[src/core/cfss_defs.svh]
/*
  Bit positions, reset values and fixed figures for the flags,
  segment and control register state of the core.
  Assumes it is included by bare name from core/ sources.
*/
`ifndef CFSS_DEFS_SVH
`define CFSS_DEFS_SVH

// Flags register fields
`define CFSS_CF_BIT        0
`define CFSS_PF_BIT        2
`define CFSS_AF_BIT        4
`define CFSS_ZF_BIT        6
`define CFSS_SF_BIT        7
`define CFSS_TF_BIT        8
`define CFSS_IF_BIT        9
`define CFSS_DF_BIT        10
`define CFSS_OF_BIT        11
`define CFSS_IO_PRIVILEGE_LEVEL_LO       12
`define CFSS_IO_PRIVILEGE_LEVEL_HI       13
`define CFSS_FLAGS_POP_MASK 32'h0000_0DD5
`define CFSS_FLAGS_RST     32'h0000_0000

// Machine control register fields
`define CFSS_PE_BIT        0
`define CFSS_RSV_BIT       4
`define CFSS_PG_BIT        31
`define CFSS_CR0_RSV_MASK  32'h0000_0010
`define CFSS_CR0_RST       32'h0000_0000
`define CFSS_CR3_IGN_MASK  32'hFFFF_F000
`define CFSS_CR0_NUM       2'h0
`define CFSS_CR2_NUM       2'h2
`define CFSS_CR3_NUM       2'h3

// Segment descriptor cache
`define CFSS_NSEG          6
`define CFSS_REAL_LIMIT    32'h0000_FFFF
`define CFSS_REAL_ATTR     8'h93
`define CFSS_ATTR_PRESENT  7
`define CFSS_ATTR_CODE     3
`define CFSS_ATTR_RW       1

// Exception vectors
`define CFSS_VEC_DEBUG     8'h01
`define CFSS_VEC_GPF       8'h0D

`endif

[src/core/cfss_pkg.sv]
/*
  Types shared by the flags, segment and control state logic.
  Assumes nothing of its surroundings.
*/
package cfss_pkg;

  typedef enum logic [1:0] {
    SZ8  = 2'h0,
    SZ16 = 2'h1,
    SZ32 = 2'h2
  } cfss_size_t;

  typedef enum logic [2:0] {
    SEG_CODE  = 3'h0,
    SEG_STACK = 3'h1,
    SEG_DATA1 = 3'h2,
    SEG_DATA2 = 3'h3,
    SEG_DATA3 = 3'h4,
    SEG_DATA4 = 3'h5
  } cfss_seg_t;

  typedef enum logic [1:0] {
    ACC_READ  = 2'h0,
    ACC_WRITE = 2'h1,
    ACC_EXEC  = 2'h2
  } cfss_acc_t;

endpackage

[src/core/cfss_flag_gen.sv]
/*
  Combinational arithmetic status flag generator for add and
  subtract at 8, 16 or 32 bit operand size.
  Assumes the caller registers the outputs.
*/
`timescale 1ns/1ps
`default_nettype none

module cfss_flag_gen (
  // Operands
  input  wire logic [31:0] a_i,
  input  wire logic [31:0] b_i,
  input  wire logic        sub_i,
  input  wire logic [1:0]  size_i,
  // Result and flags
  output logic      [31:0] res_o,
  output logic             cf_o,
  output logic             of_o,
  output logic             sf_o,
  output logic             zf_o,
  output logic             af_o,
  output logic             pf_o
);

  logic [31:0] mask;
  logic [4:0]  msb_idx;
  logic [5:0]  cout_idx;
  logic [31:0] am;
  logic [31:0] bm;
  logic [32:0] sum;
  logic        c_out;
  logic        c_in;

  always_comb
  begin
    case (size_i)
      cfss_pkg::SZ8:
      begin
        mask    = 32'h0000_00FF;
        msb_idx = 5'h07;
      end
      cfss_pkg::SZ16:
      begin
        mask    = 32'h0000_FFFF;
        msb_idx = 5'h0F;
      end
      default:
      begin
        mask    = 32'hFFFF_FFFF;
        msb_idx = 5'h1F;
      end
    endcase
  end

  assign cout_idx = {1'b0, msb_idx} + 6'h01;
  assign am       = a_i & mask;
  assign bm       = (sub_i ? ~b_i : b_i) & mask;
  assign sum      = {1'b0, am} + {1'b0, bm} + {32'h0000_0000, sub_i};
  assign res_o    = sum[31:0] & mask;
  // Carry out of, and into, the sign position
  assign c_out    = sum[cout_idx];
  assign c_in     = sum[msb_idx] ^ am[msb_idx] ^ bm[msb_idx];
  assign of_o     = c_in ^ c_out;                  // see RL1
  assign cf_o     = c_out ^ sub_i;                 // see RL11
  assign sf_o     = sum[msb_idx];                  // see RL7
  assign zf_o     = (res_o == 32'h0000_0000);      // see RL8
  assign af_o     = a_i[4] ^ b_i[4] ^ sum[4];      // see RL9
  assign pf_o     = ~^sum[7:0];                    // see RL10

endmodule

`default_nettype wire

[src/core/cfss_state.sv]
/*
  Flags register, six segment selectors with descriptor caches,
  memory reference translation and check, control registers 0/2/3,
  string index stepping, interrupt gating and debug trap request.
  Assumes the instruction sequencer on sys_clk_i drives all request
  inputs; only the maskable interrupt pin is asynchronous.
*/
`timescale 1ns/1ps
`default_nettype none
`include "cfss_defs.svh"

// Functional notes
// RL1: Overflow when sign-bit carry in and out differ
// RL2: String indexes step up or down by direction
// RL3: Maskable interrupt passes only with enable flag
// RL4: Popped enable flag changes only if privileged enough
// RL5: Single-step flag traps after next instruction
// RL6: Without single-step, trap only on breakpoint match
// RL7: Sign flag is result top bit
// RL8: Zero flag when whole result is zero
// RL9: Aux carry from bit 3 carry or borrow
// RL10: Parity flag even ones in low byte
// RL11: Carry flag from top bit carry or borrow
// RL12: Six sixteen-bit segment selector registers
// RL13: Protected limits to 4 Gbytes, real fixed 64K
// RL14: Limit violation, including wrap, raises exception 13
// RL15: Each selector has base, limit, attribute cache
// RL16: Real-mode load sets only base, selector times sixteen
// RL17: Protected load fills cache from indexed descriptor
// RL18: References add base, check limit and attributes
// RL19: Status word access touches low sixteen bits only
// RL20: Paging enabled while control bit 31 set
// RL21: Software keeps reserved control bit 4 unchanged
// RL22: Three control registers 0, 2, 3 readable writable
// RL23: I/O privilege level held in flags bits 12-13
// RL24: Cache update precedes later references to segment
module cfss_state (
  // Clock and reset
  input  wire logic        sys_clk_i,
  input  wire logic        sys_rst_i,
  input  wire logic        ce_i,
  // Arithmetic result flags
  input  wire logic        alu_valid_i,
  input  wire logic        alu_sub_i,
  input  wire logic [1:0]  alu_size_i,
  input  wire logic [31:0] alu_a_i,
  input  wire logic [31:0] alu_b_i,
  // Flags image pop
  input  wire logic        flags_wr_i,
  input  wire logic [31:0] flags_wdata_i,
  input  wire logic [1:0]  cpl_i,
  output logic      [31:0] flags_o,
  // String index stepping
  input  wire logic        str_step_i,
  input  wire logic [1:0]  str_size_i,
  input  wire logic [31:0] str_src_i,
  input  wire logic [31:0] str_dst_i,
  output logic      [31:0] str_src_o,
  output logic      [31:0] str_dst_o,
  // Interrupt and debug
  input  wire logic        maskable_interrupt_input_i,
  output logic             int_req_o,
  input  wire logic        instr_done_i,
  input  wire logic [3:0]  bp_match_i,
  output logic             debug_trap_o,
  output logic [7:0]       fault_vec_o,
  // Segment selector load
  input  wire logic        seg_load_i,
  input  wire logic [2:0]  seg_idx_i,
  input  wire logic [15:0] seg_sel_i,
  input  wire logic [31:0] desc_base_i,
  input  wire logic [31:0] desc_limit_i,
  input  wire logic [7:0]  desc_attr_i,
  input  wire logic [2:0]  seg_rd_idx_i,
  output logic      [15:0] seg_sel_o,
  // Memory reference
  input  wire logic        mem_req_i,
  input  wire logic [2:0]  mem_seg_i,
  input  wire logic [31:0] mem_off_i,
  input  wire logic [1:0]  mem_len_i,
  input  wire logic [1:0]  mem_acc_i,
  output logic             mem_valid_o,
  output logic      [31:0] mem_lin_o,
  output logic             mem_fault_o,
  // Control registers
  input  wire logic        cr_wr_i,
  input  wire logic        cr_rd_i,
  input  wire logic [1:0]  cr_num_i,
  input  wire logic [31:0] cr_wdata_i,
  input  wire logic        msw_load_i,
  input  wire logic        msw_store_i,
  output logic      [31:0] cr_rdata_o,
  output logic             paging_enable_o,
  output logic             protect_mode_o
);

  logic [31:0] flags_reg;
  logic [31:0] flags_pop_next;
  logic [31:0] flags_alu_next;
  logic [1:0]  io_privilege_level;
  logic [31:0] alu_res;
  logic        gen_cf;
  logic        gen_of;
  logic        gen_sf;
  logic        gen_zf;
  logic        gen_af;
  logic        gen_pf;
  logic [31:0] str_delta;
  logic [31:0] str_src_reg;
  logic [31:0] str_dst_reg;
  logic        irq_meta_reg;
  logic        irq_sync_reg;
  logic        debug_trap_reg;
  logic [7:0]  fault_vec_reg;
  logic [15:0] sel_reg   [`CFSS_NSEG];
  logic [31:0] base_reg  [`CFSS_NSEG];
  logic [31:0] limit_reg [`CFSS_NSEG];
  logic [7:0]  attr_reg  [`CFSS_NSEG];
  logic [15:0] seg_sel_reg;
  logic        pe;
  logic [31:0] ld_base;
  logic [2:0]  ref_idx;
  logic        seg_ok;
  logic        fwd;
  logic [31:0] ref_base;
  logic [31:0] ref_limit;
  logic [7:0]  ref_attr;
  logic [32:0] ref_end;
  logic        attr_bad;
  logic        ref_fault;
  logic        mem_valid_reg;
  logic        mem_fault_reg;
  logic [31:0] mem_lin_reg;
  logic [31:0] cr0_reg;
  logic [31:0] cr2_reg;
  logic [31:0] cr3_reg;
  logic [31:0] cr0_wr_next;
  logic [31:0] load_status_word_instr_next;
  logic [31:0] cr_rdata_reg;

  assign io_privilege_level =
    flags_reg[`CFSS_IO_PRIVILEGE_LEVEL_HI:`CFSS_IO_PRIVILEGE_LEVEL_LO];       // see RL23
  assign pe = cr0_reg[`CFSS_PE_BIT];

  cfss_flag_gen u_flag_gen (
    .a_i    (alu_a_i),
    .b_i    (alu_b_i),
    .sub_i  (alu_sub_i),
    .size_i (alu_size_i),
    .res_o  (alu_res),
    .cf_o   (gen_cf),
    .of_o   (gen_of),
    .sf_o   (gen_sf),
    .zf_o   (gen_zf),
    .af_o   (gen_af),
    .pf_o   (gen_pf)
  );

  // Flags register: pop wins over arithmetic update
  always_comb
  begin
    flags_pop_next = (flags_reg & ~`CFSS_FLAGS_POP_MASK) |
                     (flags_wdata_i & `CFSS_FLAGS_POP_MASK);
    if (cpl_i <= io_privilege_level)                // see RL4
      flags_pop_next[`CFSS_IF_BIT] = flags_wdata_i[`CFSS_IF_BIT];
    if (cpl_i == 2'h0)
      flags_pop_next[`CFSS_IO_PRIVILEGE_LEVEL_HI:`CFSS_IO_PRIVILEGE_LEVEL_LO] =
        flags_wdata_i[`CFSS_IO_PRIVILEGE_LEVEL_HI:`CFSS_IO_PRIVILEGE_LEVEL_LO];
  end

  always_comb
  begin
    flags_alu_next               = flags_reg;
    flags_alu_next[`CFSS_OF_BIT] = gen_of;          // see RL1
    flags_alu_next[`CFSS_SF_BIT] = gen_sf;          // see RL7
    flags_alu_next[`CFSS_ZF_BIT] = gen_zf;          // see RL8
    flags_alu_next[`CFSS_AF_BIT] = gen_af;          // see RL9
    flags_alu_next[`CFSS_PF_BIT] = gen_pf;          // see RL10
    flags_alu_next[`CFSS_CF_BIT] = gen_cf;          // see RL11
  end

  always_ff @(posedge sys_clk_i or posedge sys_rst_i)
  begin
    if (sys_rst_i)
      flags_reg <= `CFSS_FLAGS_RST;
    else if (ce_i)
    begin
      if (flags_wr_i)
        flags_reg <= flags_pop_next;
      else if (alu_valid_i)
        flags_reg <= flags_alu_next;
    end
  end

  // String index stepping
  always_comb
  begin
    case (str_size_i)
      cfss_pkg::SZ8:  str_delta = 32'h0000_0001;
      cfss_pkg::SZ16: str_delta = 32'h0000_0002;
      default:        str_delta = 32'h0000_0004;
    endcase
  end

  always_ff @(posedge sys_clk_i or posedge sys_rst_i)
  begin
    if (sys_rst_i)
    begin
      str_src_reg <= 32'h0000_0000;
      str_dst_reg <= 32'h0000_0000;
    end
    else if (ce_i && str_step_i)
    begin
      if (flags_reg[`CFSS_DF_BIT])                  // see RL2
      begin
        str_src_reg <= str_src_i - str_delta;
        str_dst_reg <= str_dst_i - str_delta;
      end
      else
      begin
        str_src_reg <= str_src_i + str_delta;
        str_dst_reg <= str_dst_i + str_delta;
      end
    end
  end

  // Interrupt pin synchroniser
  always_ff @(posedge sys_clk_i or posedge sys_rst_i)
  begin
    if (sys_rst_i)
    begin
      irq_meta_reg <= 1'b0;
      irq_sync_reg <= 1'b0;
    end
    else if (ce_i)
    begin
      irq_meta_reg <= maskable_interrupt_input_i;
      irq_sync_reg <= irq_meta_reg;
    end
  end

  assign int_req_o = irq_sync_reg & flags_reg[`CFSS_IF_BIT]; // see RL3

  // Debug trap and fault vector
  always_ff @(posedge sys_clk_i or posedge sys_rst_i)
  begin
    if (sys_rst_i)
      debug_trap_reg <= 1'b0;
    else if (ce_i)
      debug_trap_reg <= instr_done_i &&
        (flags_reg[`CFSS_TF_BIT] || (|bp_match_i)); // see RL5 RL6
  end

  always_ff @(posedge sys_clk_i or posedge sys_rst_i)
  begin
    if (sys_rst_i)
      fault_vec_reg <= 8'h00;
    else if (ce_i)
    begin
      if (mem_req_i && ref_fault)
        fault_vec_reg <= `CFSS_VEC_GPF;             // see RL14
      else if (instr_done_i &&
               (flags_reg[`CFSS_TF_BIT] || (|bp_match_i)))
        fault_vec_reg <= `CFSS_VEC_DEBUG;
    end
  end

  // Segment selectors and descriptor caches
  assign ld_base = pe ? desc_base_i : {12'h000, seg_sel_i, 4'h0};

  genvar g;
  generate
    for (g = 0; g < `CFSS_NSEG; g = g + 1)
    begin : g_seg
      always_ff @(posedge sys_clk_i or posedge sys_rst_i)
      begin
        if (sys_rst_i)
        begin
          sel_reg[g]   <= 16'h0000;
          base_reg[g]  <= 32'h0000_0000;
          limit_reg[g] <= `CFSS_REAL_LIMIT;
          attr_reg[g]  <= `CFSS_REAL_ATTR;
        end
        else if (ce_i && seg_load_i && seg_idx_i == 3'(g))
        begin
          sel_reg[g]  <= seg_sel_i;                 // see RL12
          base_reg[g] <= ld_base;                   // see RL15 RL16
          if (pe)
          begin
            limit_reg[g] <= desc_limit_i;           // see RL17
            attr_reg[g]  <= desc_attr_i;
          end
        end
      end
    end
  endgenerate

  always_ff @(posedge sys_clk_i or posedge sys_rst_i)
  begin
    if (sys_rst_i)
      seg_sel_reg <= 16'h0000;
    else if (ce_i)
      seg_sel_reg <= (seg_rd_idx_i < 3'(`CFSS_NSEG)) ?
                     sel_reg[seg_rd_idx_i] : 16'h0000;
  end

  // Memory reference: forward a same-cycle load
  assign seg_ok  = mem_seg_i < 3'(`CFSS_NSEG);
  assign ref_idx = seg_ok ? mem_seg_i : 3'h0;
  assign fwd     = seg_load_i && (seg_idx_i == mem_seg_i); // see RL24
  assign ref_base  = fwd ? ld_base : base_reg[ref_idx];
  assign ref_limit = !pe ? `CFSS_REAL_LIMIT :       // see RL13
                     fwd ? desc_limit_i : limit_reg[ref_idx];
  assign ref_attr  = fwd ? desc_attr_i : attr_reg[ref_idx];
  assign ref_end   = {1'b0, mem_off_i} + {31'h0000_0000, mem_len_i};

  always_comb
  begin
    attr_bad = 1'b0;
    if (pe)
    begin
      if (!ref_attr[`CFSS_ATTR_PRESENT])
        attr_bad = 1'b1;
      else
      begin
        case (mem_acc_i)
          cfss_pkg::ACC_WRITE:
            attr_bad = ref_attr[`CFSS_ATTR_CODE] ||
                       !ref_attr[`CFSS_ATTR_RW];
          cfss_pkg::ACC_EXEC:
            attr_bad = !ref_attr[`CFSS_ATTR_CODE];
          default:
            attr_bad = ref_attr[`CFSS_ATTR_CODE] &&
                       !ref_attr[`CFSS_ATTR_RW];
        endcase
      end
    end
  end

  // Wrap past the top of the space counts as a limit violation
  assign ref_fault = !seg_ok || attr_bad || ref_end[32] ||
                     (ref_end[31:0] > ref_limit);   // see RL14 RL18

  always_ff @(posedge sys_clk_i or posedge sys_rst_i)
  begin
    if (sys_rst_i)
    begin
      mem_valid_reg <= 1'b0;
      mem_fault_reg <= 1'b0;
      mem_lin_reg   <= 32'h0000_0000;
    end
    else if (ce_i)
    begin
      mem_valid_reg <= mem_req_i;
      mem_fault_reg <= mem_req_i && ref_fault;
      if (mem_req_i)
        mem_lin_reg <= ref_base + mem_off_i;        // see RL18
    end
  end

  // Control registers; reserved bit 4 held by hardware too
  assign cr0_wr_next = (cr_wdata_i & ~`CFSS_CR0_RSV_MASK) |
                       (cr0_reg & `CFSS_CR0_RSV_MASK); // see RL21
  assign load_status_word_instr_next = {cr0_reg[31:16], cr_wdata_i[15:5],
                      cr0_reg[`CFSS_RSV_BIT], cr_wdata_i[3:1],
                      cr_wdata_i[0] | cr0_reg[`CFSS_PE_BIT]};

  always_ff @(posedge sys_clk_i or posedge sys_rst_i)
  begin
    if (sys_rst_i)
    begin
      cr0_reg <= `CFSS_CR0_RST;
      cr2_reg <= 32'h0000_0000;
      cr3_reg <= 32'h0000_0000;
    end
    else if (ce_i)
    begin
      if (msw_load_i)
        cr0_reg <= load_status_word_instr_next;                       // see RL19
      else if (cr_wr_i)
      begin
        case (cr_num_i)                             // see RL22
          `CFSS_CR0_NUM: cr0_reg <= cr0_wr_next;
          `CFSS_CR2_NUM: cr2_reg <= cr_wdata_i;
          `CFSS_CR3_NUM: cr3_reg <= cr_wdata_i & `CFSS_CR3_IGN_MASK;
          default:       cr0_reg <= cr0_reg;
        endcase
      end
    end
  end

  always_ff @(posedge sys_clk_i or posedge sys_rst_i)
  begin
    if (sys_rst_i)
      cr_rdata_reg <= 32'h0000_0000;
    else if (ce_i)
    begin
      if (msw_store_i)
        cr_rdata_reg <= {16'h0000, cr0_reg[15:0]};  // see RL19
      else if (cr_rd_i)
      begin
        case (cr_num_i)
          `CFSS_CR0_NUM: cr_rdata_reg <= cr0_reg;
          `CFSS_CR2_NUM: cr_rdata_reg <= cr2_reg;
          `CFSS_CR3_NUM: cr_rdata_reg <= cr3_reg;
          default:       cr_rdata_reg <= 32'h0000_0000;
        endcase
      end
    end
  end

  assign flags_o         = flags_reg;
  assign str_src_o       = str_src_reg;
  assign str_dst_o       = str_dst_reg;
  assign debug_trap_o    = debug_trap_reg;
  assign fault_vec_o     = fault_vec_reg;
  assign seg_sel_o       = seg_sel_reg;
  assign mem_valid_o     = mem_valid_reg;
  assign mem_fault_o     = mem_fault_reg;
  assign mem_lin_o       = mem_lin_reg;
  assign cr_rdata_o      = cr_rdata_reg;
  assign paging_enable_o = cr0_reg[`CFSS_PG_BIT];   // see RL20
  assign protect_mode_o  = pe;
endmodule

`default_nettype wire

[config.mk]
export PLATFORM = sky130hd
export DESIGN_NAME = cfss_state
export DESIGN_NICKNAME = d
export VERILOG_FILES = /design/src/core/cfss_pkg.sv /design/src/core/cfss_flag_gen.sv /design/src/core/cfss_state.sv
export VERILOG_INCLUDE_DIRS = /design/src /design/src/core
export SDC_FILE = /design/constraint.sdc
export NUM_CORES = 2
export LEC_CHECK = 0
export ABC_CLOCK_PERIOD_IN_PS = 21300
export BUFFER_PORTS_ARGS = -buffer_cell sky130_fd_sc_hd__buf_2
export CORE_UTILIZATION = 53
export CTS_BUF_LIST = sky130_fd_sc_hd__clkbuf_16
export CTS_CLUSTER_SIZE = 25
export DETAILED_ROUTE_END_ITERATION = 8
export PLACE_DENSITY = 0.86
export SYNTH_ARGS = -nofsm -noshare
export SYNTH_HDL_FRONTEND = slang
export SYNTH_SLANG_ARGS = --single-unit
[constraint.sdc]
create_clock -name sys_clk_i -period 21.3 [get_ports sys_clk_i]
set_input_delay 2.13 -clock sys_clk_i [delete_from_list [all_inputs] [get_ports sys_clk_i]]
set_output_delay 2.13 -clock sys_clk_i [all_outputs]
set_load 0.01 [all_outputs]
Word-level counts from Yosys, hierarchy flattened
Index checks and enable logic that the tools add are counted.
- register bits: 801
- input port bits: 352
- output and inout port bits: 190
- logic and storage cells: 184
- add/subtract/negate cells: 9
- order comparisons: 9
- equal/unequal tests: 12
- mux-type cells: 48
- bitwise logic cells: 17
- reduce and logical (&&, ||, !) cells: 48
- operator list (kind ; count):
    $mux W32 ; 14
    $bmux W32 S3 ; 2
    $add A32 B32 Y32 ; 3
    $and A32 B32 Y32 ; 3
    $mux W16 ; 6
    $pmux W32 S3 ; 1
    $pmux W32 S2 ; 1
    $sub A32 B32 Y32 ; 2
    $bmux W16 S3 ; 1
    $mux W8 ; 5
    $add A32 B2 Y33 ; 1
    $add A32 B32 Y33 ; 1
    $add A33 B1 Y33 ; 1
    $gt A32 B32 Y1 ; 1
    $logic_not A32 Y1 ; 1
    $not A32 Y32 ; 1
    $or A32 B12 Y32 ; 1
    $or A32 B5 Y32 ; 1
    $bmux W8 S3 ; 1
    $reduce_and A2 Y1 ; 11
    $bmux W1 S5 ; 3
    $logic_and A1 B1 Y1 ; 12
    $mux W12 ; 1
    $reduce_and A4 Y1 ; 3
    33 further kinds ; 66

Longest topological paths before layout
- depth in word-level cells: 18
- gate-level depth with buffers: 22

Modules after synthesis
Synthesis repeated with hierarchy kept, for this count alone.
- cells, all modules: 4192
- area total of the unflattened synthesis: 41805.1 sq um
- by module, submodules not included (module ; instances ; cells each ; area each (sq um)):
    cfss_state ; 1 ; 3730 ; 38573.2
    cfss_flag_gen ; 1 ; 462 ; 3231.8

Worst setup path after synthesis
Ideal clock, no wire load.
- path kind: input port to flip-flop
- from: input mem_seg_i[0]
- to: register fault_vec_reg[0], in the netlist fault_vec_o[0]
- arrival time: 6583 ps
- required time: 21168 ps
- setup slack: 14585 ps
- cell stages on the path: 20
- path buffers: 5
- path through: buf_2 -> buf_2 -> buf_1 -> clkbuf_1 -> buf_1 -> mux2i_1 -> a32oi_1 -> a221oi_1 -> ha_1 -> a21o_1 -> a21o_1 -> a21o_1 -> a21o_1 -> a21o_1 -> a31oi_1 -> o21ai_0 -> a221oi_1 -> a21oi_1 -> o311a_1 -> or3b_1
- cells in the longest elaborated chain, start to end: 18
- RTL lines (element ; line ; source):
    from (decl) ; cfss_state.sv:78 ; input wire logic [2:0] mem_seg_i,
    parallel branches: the longest is 14 deep, another holds $gt A32 B32 Y1 ; n/a ;
    $logic_or A1 B1 Y1 * ; cfss_state.sv:341 ; assign ref_fault = !seg_ok || attr_bad || ref_end[32] ||
    $logic_and A1 B1 Y1 * ; cfss_state.sv:260 ; if (mem_req_i && ref_fault)
    $reduce_bool A2 Y1 (no source line) ; n/a ;
    $reduce_and A2 Y1 (no source line) ; n/a ;
    to (signal assigned) ; cfss_state.sv:261 ; fault_vec_reg <= `CFSS_VEC_GPF;
    to (signal assigned) ; cfss_state.sv:264 ; fault_vec_reg <= `CFSS_VEC_DEBUG;
    to (decl) ; cfss_state.sv:114 ; logic [7:0] fault_vec_reg;
Every way passes the cells marked *. The select of a mux whose other input is x is not followed.
A chain may end at the register's enable or synchronous reset.

Worst setup path after layout
- from: input mem_seg_i[2]
- to: register mem_lin_reg[23], in the netlist mem_lin_o[23]
- cells in the longest elaborated chain, start to end: 8
- RTL lines (element ; line ; source):
    $lt A3 B3 Y1 ; cfss_state.sv:308 ; assign seg_ok = mem_seg_i < 3'(`CFSS_NSEG);
    $mux W3 ; cfss_state.sv:309 ; assign ref_idx = seg_ok ? mem_seg_i : 3'h0;
    $not A3 Y4 (implied by the code) ; cfss_state.sv:311 ; assign ref_base = fwd ? ld_base : base_reg[ref_idx];
    $bmux W32 S3 ; cfss_state.sv:311 ;
    $mux W32 (implied by the code) (2 in a row) ; cfss_state.sv:311 ;
    $mux W32 * ; cfss_state.sv:311 ;
    $add A32 B32 Y32 * ; cfss_state.sv:357 ; mem_lin_reg <= ref_base + mem_off_i;
    to (signal assigned) ; cfss_state.sv:357 ;
    to (decl) ; cfss_state.sv:133 ; logic [31:0] mem_lin_reg;
Every way passes the cells marked *; elsewhere a longest branch is shown, timed or not. The select of a mux whose other input is x is not followed.

==> metrics.txt <==
run status=finished, final reports clean; final hold viol count=0; maxcap violations=0; setup ws final=14.04 ns; average wire per standard cell=21.4 um; Final setup viols=0; Crit Path Class=in2reg; peak supply drop=0.0000688 V; CTS Buffer Depth=3; grt ovf=0; met1 Use GR=40.0%; area delta synth->final=14.5%; Total GRT Usage=29.8%; num rows=101; first-pass GRT wire length=184 mm; drt first-iter violations=3350; Worst setup SP type=input port; met3 usage=7.64%; warnings from Yosys=0; Worst Tran Pin Value=1.28 ns; final max-slew violation count=0; Fin Setup TNS=0 ns; gr busiest metal=met2; Reg2Reg Depth=16; Die Wd=280 um; clk root buf=clkbuf_16; r2r endpoint=fault_vec_o[0]; Leakage=22.2 nW; Layout Cells excl Fill=5582; fmax=138 MHz; Synth Area per Inst=10.1 sq um; initial antenna violation count=28; die area=78500 sq um; hold_sp=str_src_o[6]; Seq/Total Area, Yosys=45.7%; setup bufs post-CTS=0; reg2reg setup slack=15.91 ns; placed instance count=5408; port buffer count=489; crit end category=register; core footprint=76200 sq um; post_cts resized=0; # IOs=542; Unique masters post-synth=86; share of cells above drive strength 1=26.8%; cell count after synthesis=4069; dpl hpwl=81.1 mm; hold-fix buffers at CTS=0; DRC=0; Post-Route WL=119 mm; vias in the first global route=33.0k; Syn Std Cell Area=41000 sq um; Nets=4985; CTS sink cnt=743; Tcrit/Tclk final=34.1%; Pwr per Cell Area=98.9 nW/um^2; Vias per Instance=6.04; Power, Total=0.00464 W; drt first pass iters=9; hold path depth=2; Post-DRT Antenna Nets=0; Tmin final=7.26 ns; Worst-path clk slew=0.06 ns; starting density of the core=53.8%; Worst Skew=0.0378 ns; CTS Buf Count=81; CP required=21.78 ns; gpl congestion=0.964; largest net degree at the start of global routing=168; flops & latches, synth=743; vias=33.7k; ys flop type=dfrtp_1; crit-path max FO=53; CTS tree=done; Worst EP arrival=7.74 ns; Hold EP=str_src_o[6]; async set or reset register ratio after synthesis=100%; RSZ-0062 raised after global routing=false; worst-skew pair later-pin latency=0.65 ns; H-tree depth=3; class of the worst hold path=reg2reg; dpl ws=13.53 ns; Critical R2R Launch=cr0_reg[0]; Slew headroom=14.3%; hold slack=0.473 ns; met2 global-route usage=45.4%; Die Y-Extent=280 um; EDFF count, synth=0
[cells by family (layout without fill, tap and decap cells)]
kind of cell	after synthesis	in the layout	synth area share (%)
AOI/OAI and AO/OA	945	945	14.2
other	1	54	0.00914
and+or+nand+nor	1186	1186	12.5
DFF	743	743	45.7
muxes	538	538	15.4
adders and majority gates	172	172	5.34
buffers and inverters	310	740	3.15
xor gates and xnor gates	174	174	3.75
[cells in the final DEF, fill, tap and decap left out, types with 19 or more instances in the layout]
cell type,count
a211oi_1,34
a21o_1,81
a21oi_1,209
a221oi_1,35
a31oi_1,31
and2_1,37
buf_2,488
buf_4,46
clkbuf_16,82
conb_1,26
dfrtp_1,633
dfstp_2,108
diode_2,28
ha_1,167
inv_1,76
mux2_2,374
mux2i_1,128
mux4_2,35
nand2_1,727
nand2b_1,24
nand3_1,42
nand4_1,30
nor2_1,158
nor2b_1,42
nor3_1,46
o21ai_0,370
o221ai_1,34
o22ai_1,19
xnor2_1,86
xor2_1,87
[metal layers]
layer / share of wire [%] / routed length [um]
met1: 41 / 48700
met2: 46 / 54600
met3: 9.7 / 11600
met4: 3.7 / 4430
met5: 0.051 / 61
[power by group]
group	switching [W]	internal [W]	leakage (nW)
registers	0.000186	0.00178	9.04
clock network	0.000602	0.000791	1.35
logic	0.000714	0.000570	11.8
[cell type report]
class,instances,area [sq um]
flip-flops and latches,743,18700
well taps,1030,1290
diodes,28,70.1
inverters,58,221
multi-input cells,3041,21200
fillers,6011,29300
repair buffers,536,2820
clock inverters,64,558
clock buffers,82,2050
[cells in the mapped netlist, types with 24 or more instances]
master      n  area [sq um]
nand3_1    45           225
clkbuf_1  195           732
and2_1     37           231
nor2b_1    42           263
nor3_1     49           245
a21oi_1   209          1050
mux4_2     35           788
nor2_1    161           604
nand2b_1   24           150
o221ai_1   34           298
dfstp_2   108          2840
nand4_1    30           188
xnor2_1    86           753
nand2_1   734          2760
dfrtp_1   635         15900
xor2_1     87           762
inv_1      57           214
o21ai_0   371          1860
a221oi_1   35           307
mux2i_1   128          1280
a211oi_1   34           255
buf_4      27           203
mux2_2    374          4210
a31oi_1    31           194
ha_1      167          2090
a21o_1     81           608
[worst max-delay path, cell delays in order]
cell and delay [ns]:
buf_2 0.38, buf_4 0.58, xnor2_1 0.21, and4_4 0.61, buf_4 0.59, a211oi_1 0.09
a21oi_1 0.46, ha_1 0.39, and2_1 0.19, o2111ai_1 0.23, a21oi_1 0.13, nor4bb_1 0.58
o41ai_2 0.20, a21o_1 0.20, a21oi_1 0.22, o21bai_1 0.09, a21oi_1 0.17, xor2_1 0.16
o21ai_0 0.08
[worst max path at each step]
stage                            start       endpoint  slack, ns  cells after the start
final                     mem_seg_i[2]  mem_lin_o[23]      14.04                     19
after global routing      mem_seg_i[2]  mem_lin_o[23]      13.68                     19
after CTS                 mem_seg_i[2]  mem_lin_o[23]      14.20                     19
after detailed placement  mem_seg_i[2]  mem_lin_o[23]      13.53                     19
after global placement    mem_seg_i[2]  mem_lin_o[23]      13.56                     19
after floorplan              sys_rst_i   attr_reg[11]       9.07                      1
[per-stage QoR]
| step | area, sq um | util (%) |
|---|---|---|
| after detailed placement | 44300 | 58.1 |
| after global placement | 44300 | 58.1 |
| final | 47000 | 61.6 |
| after floorplan | 41100 | - |
| after CTS | 46900 | 61.5 |
| after global routing | 46900 | 61.6 |
No activity file was read; power rests on OpenSTA's default activity.
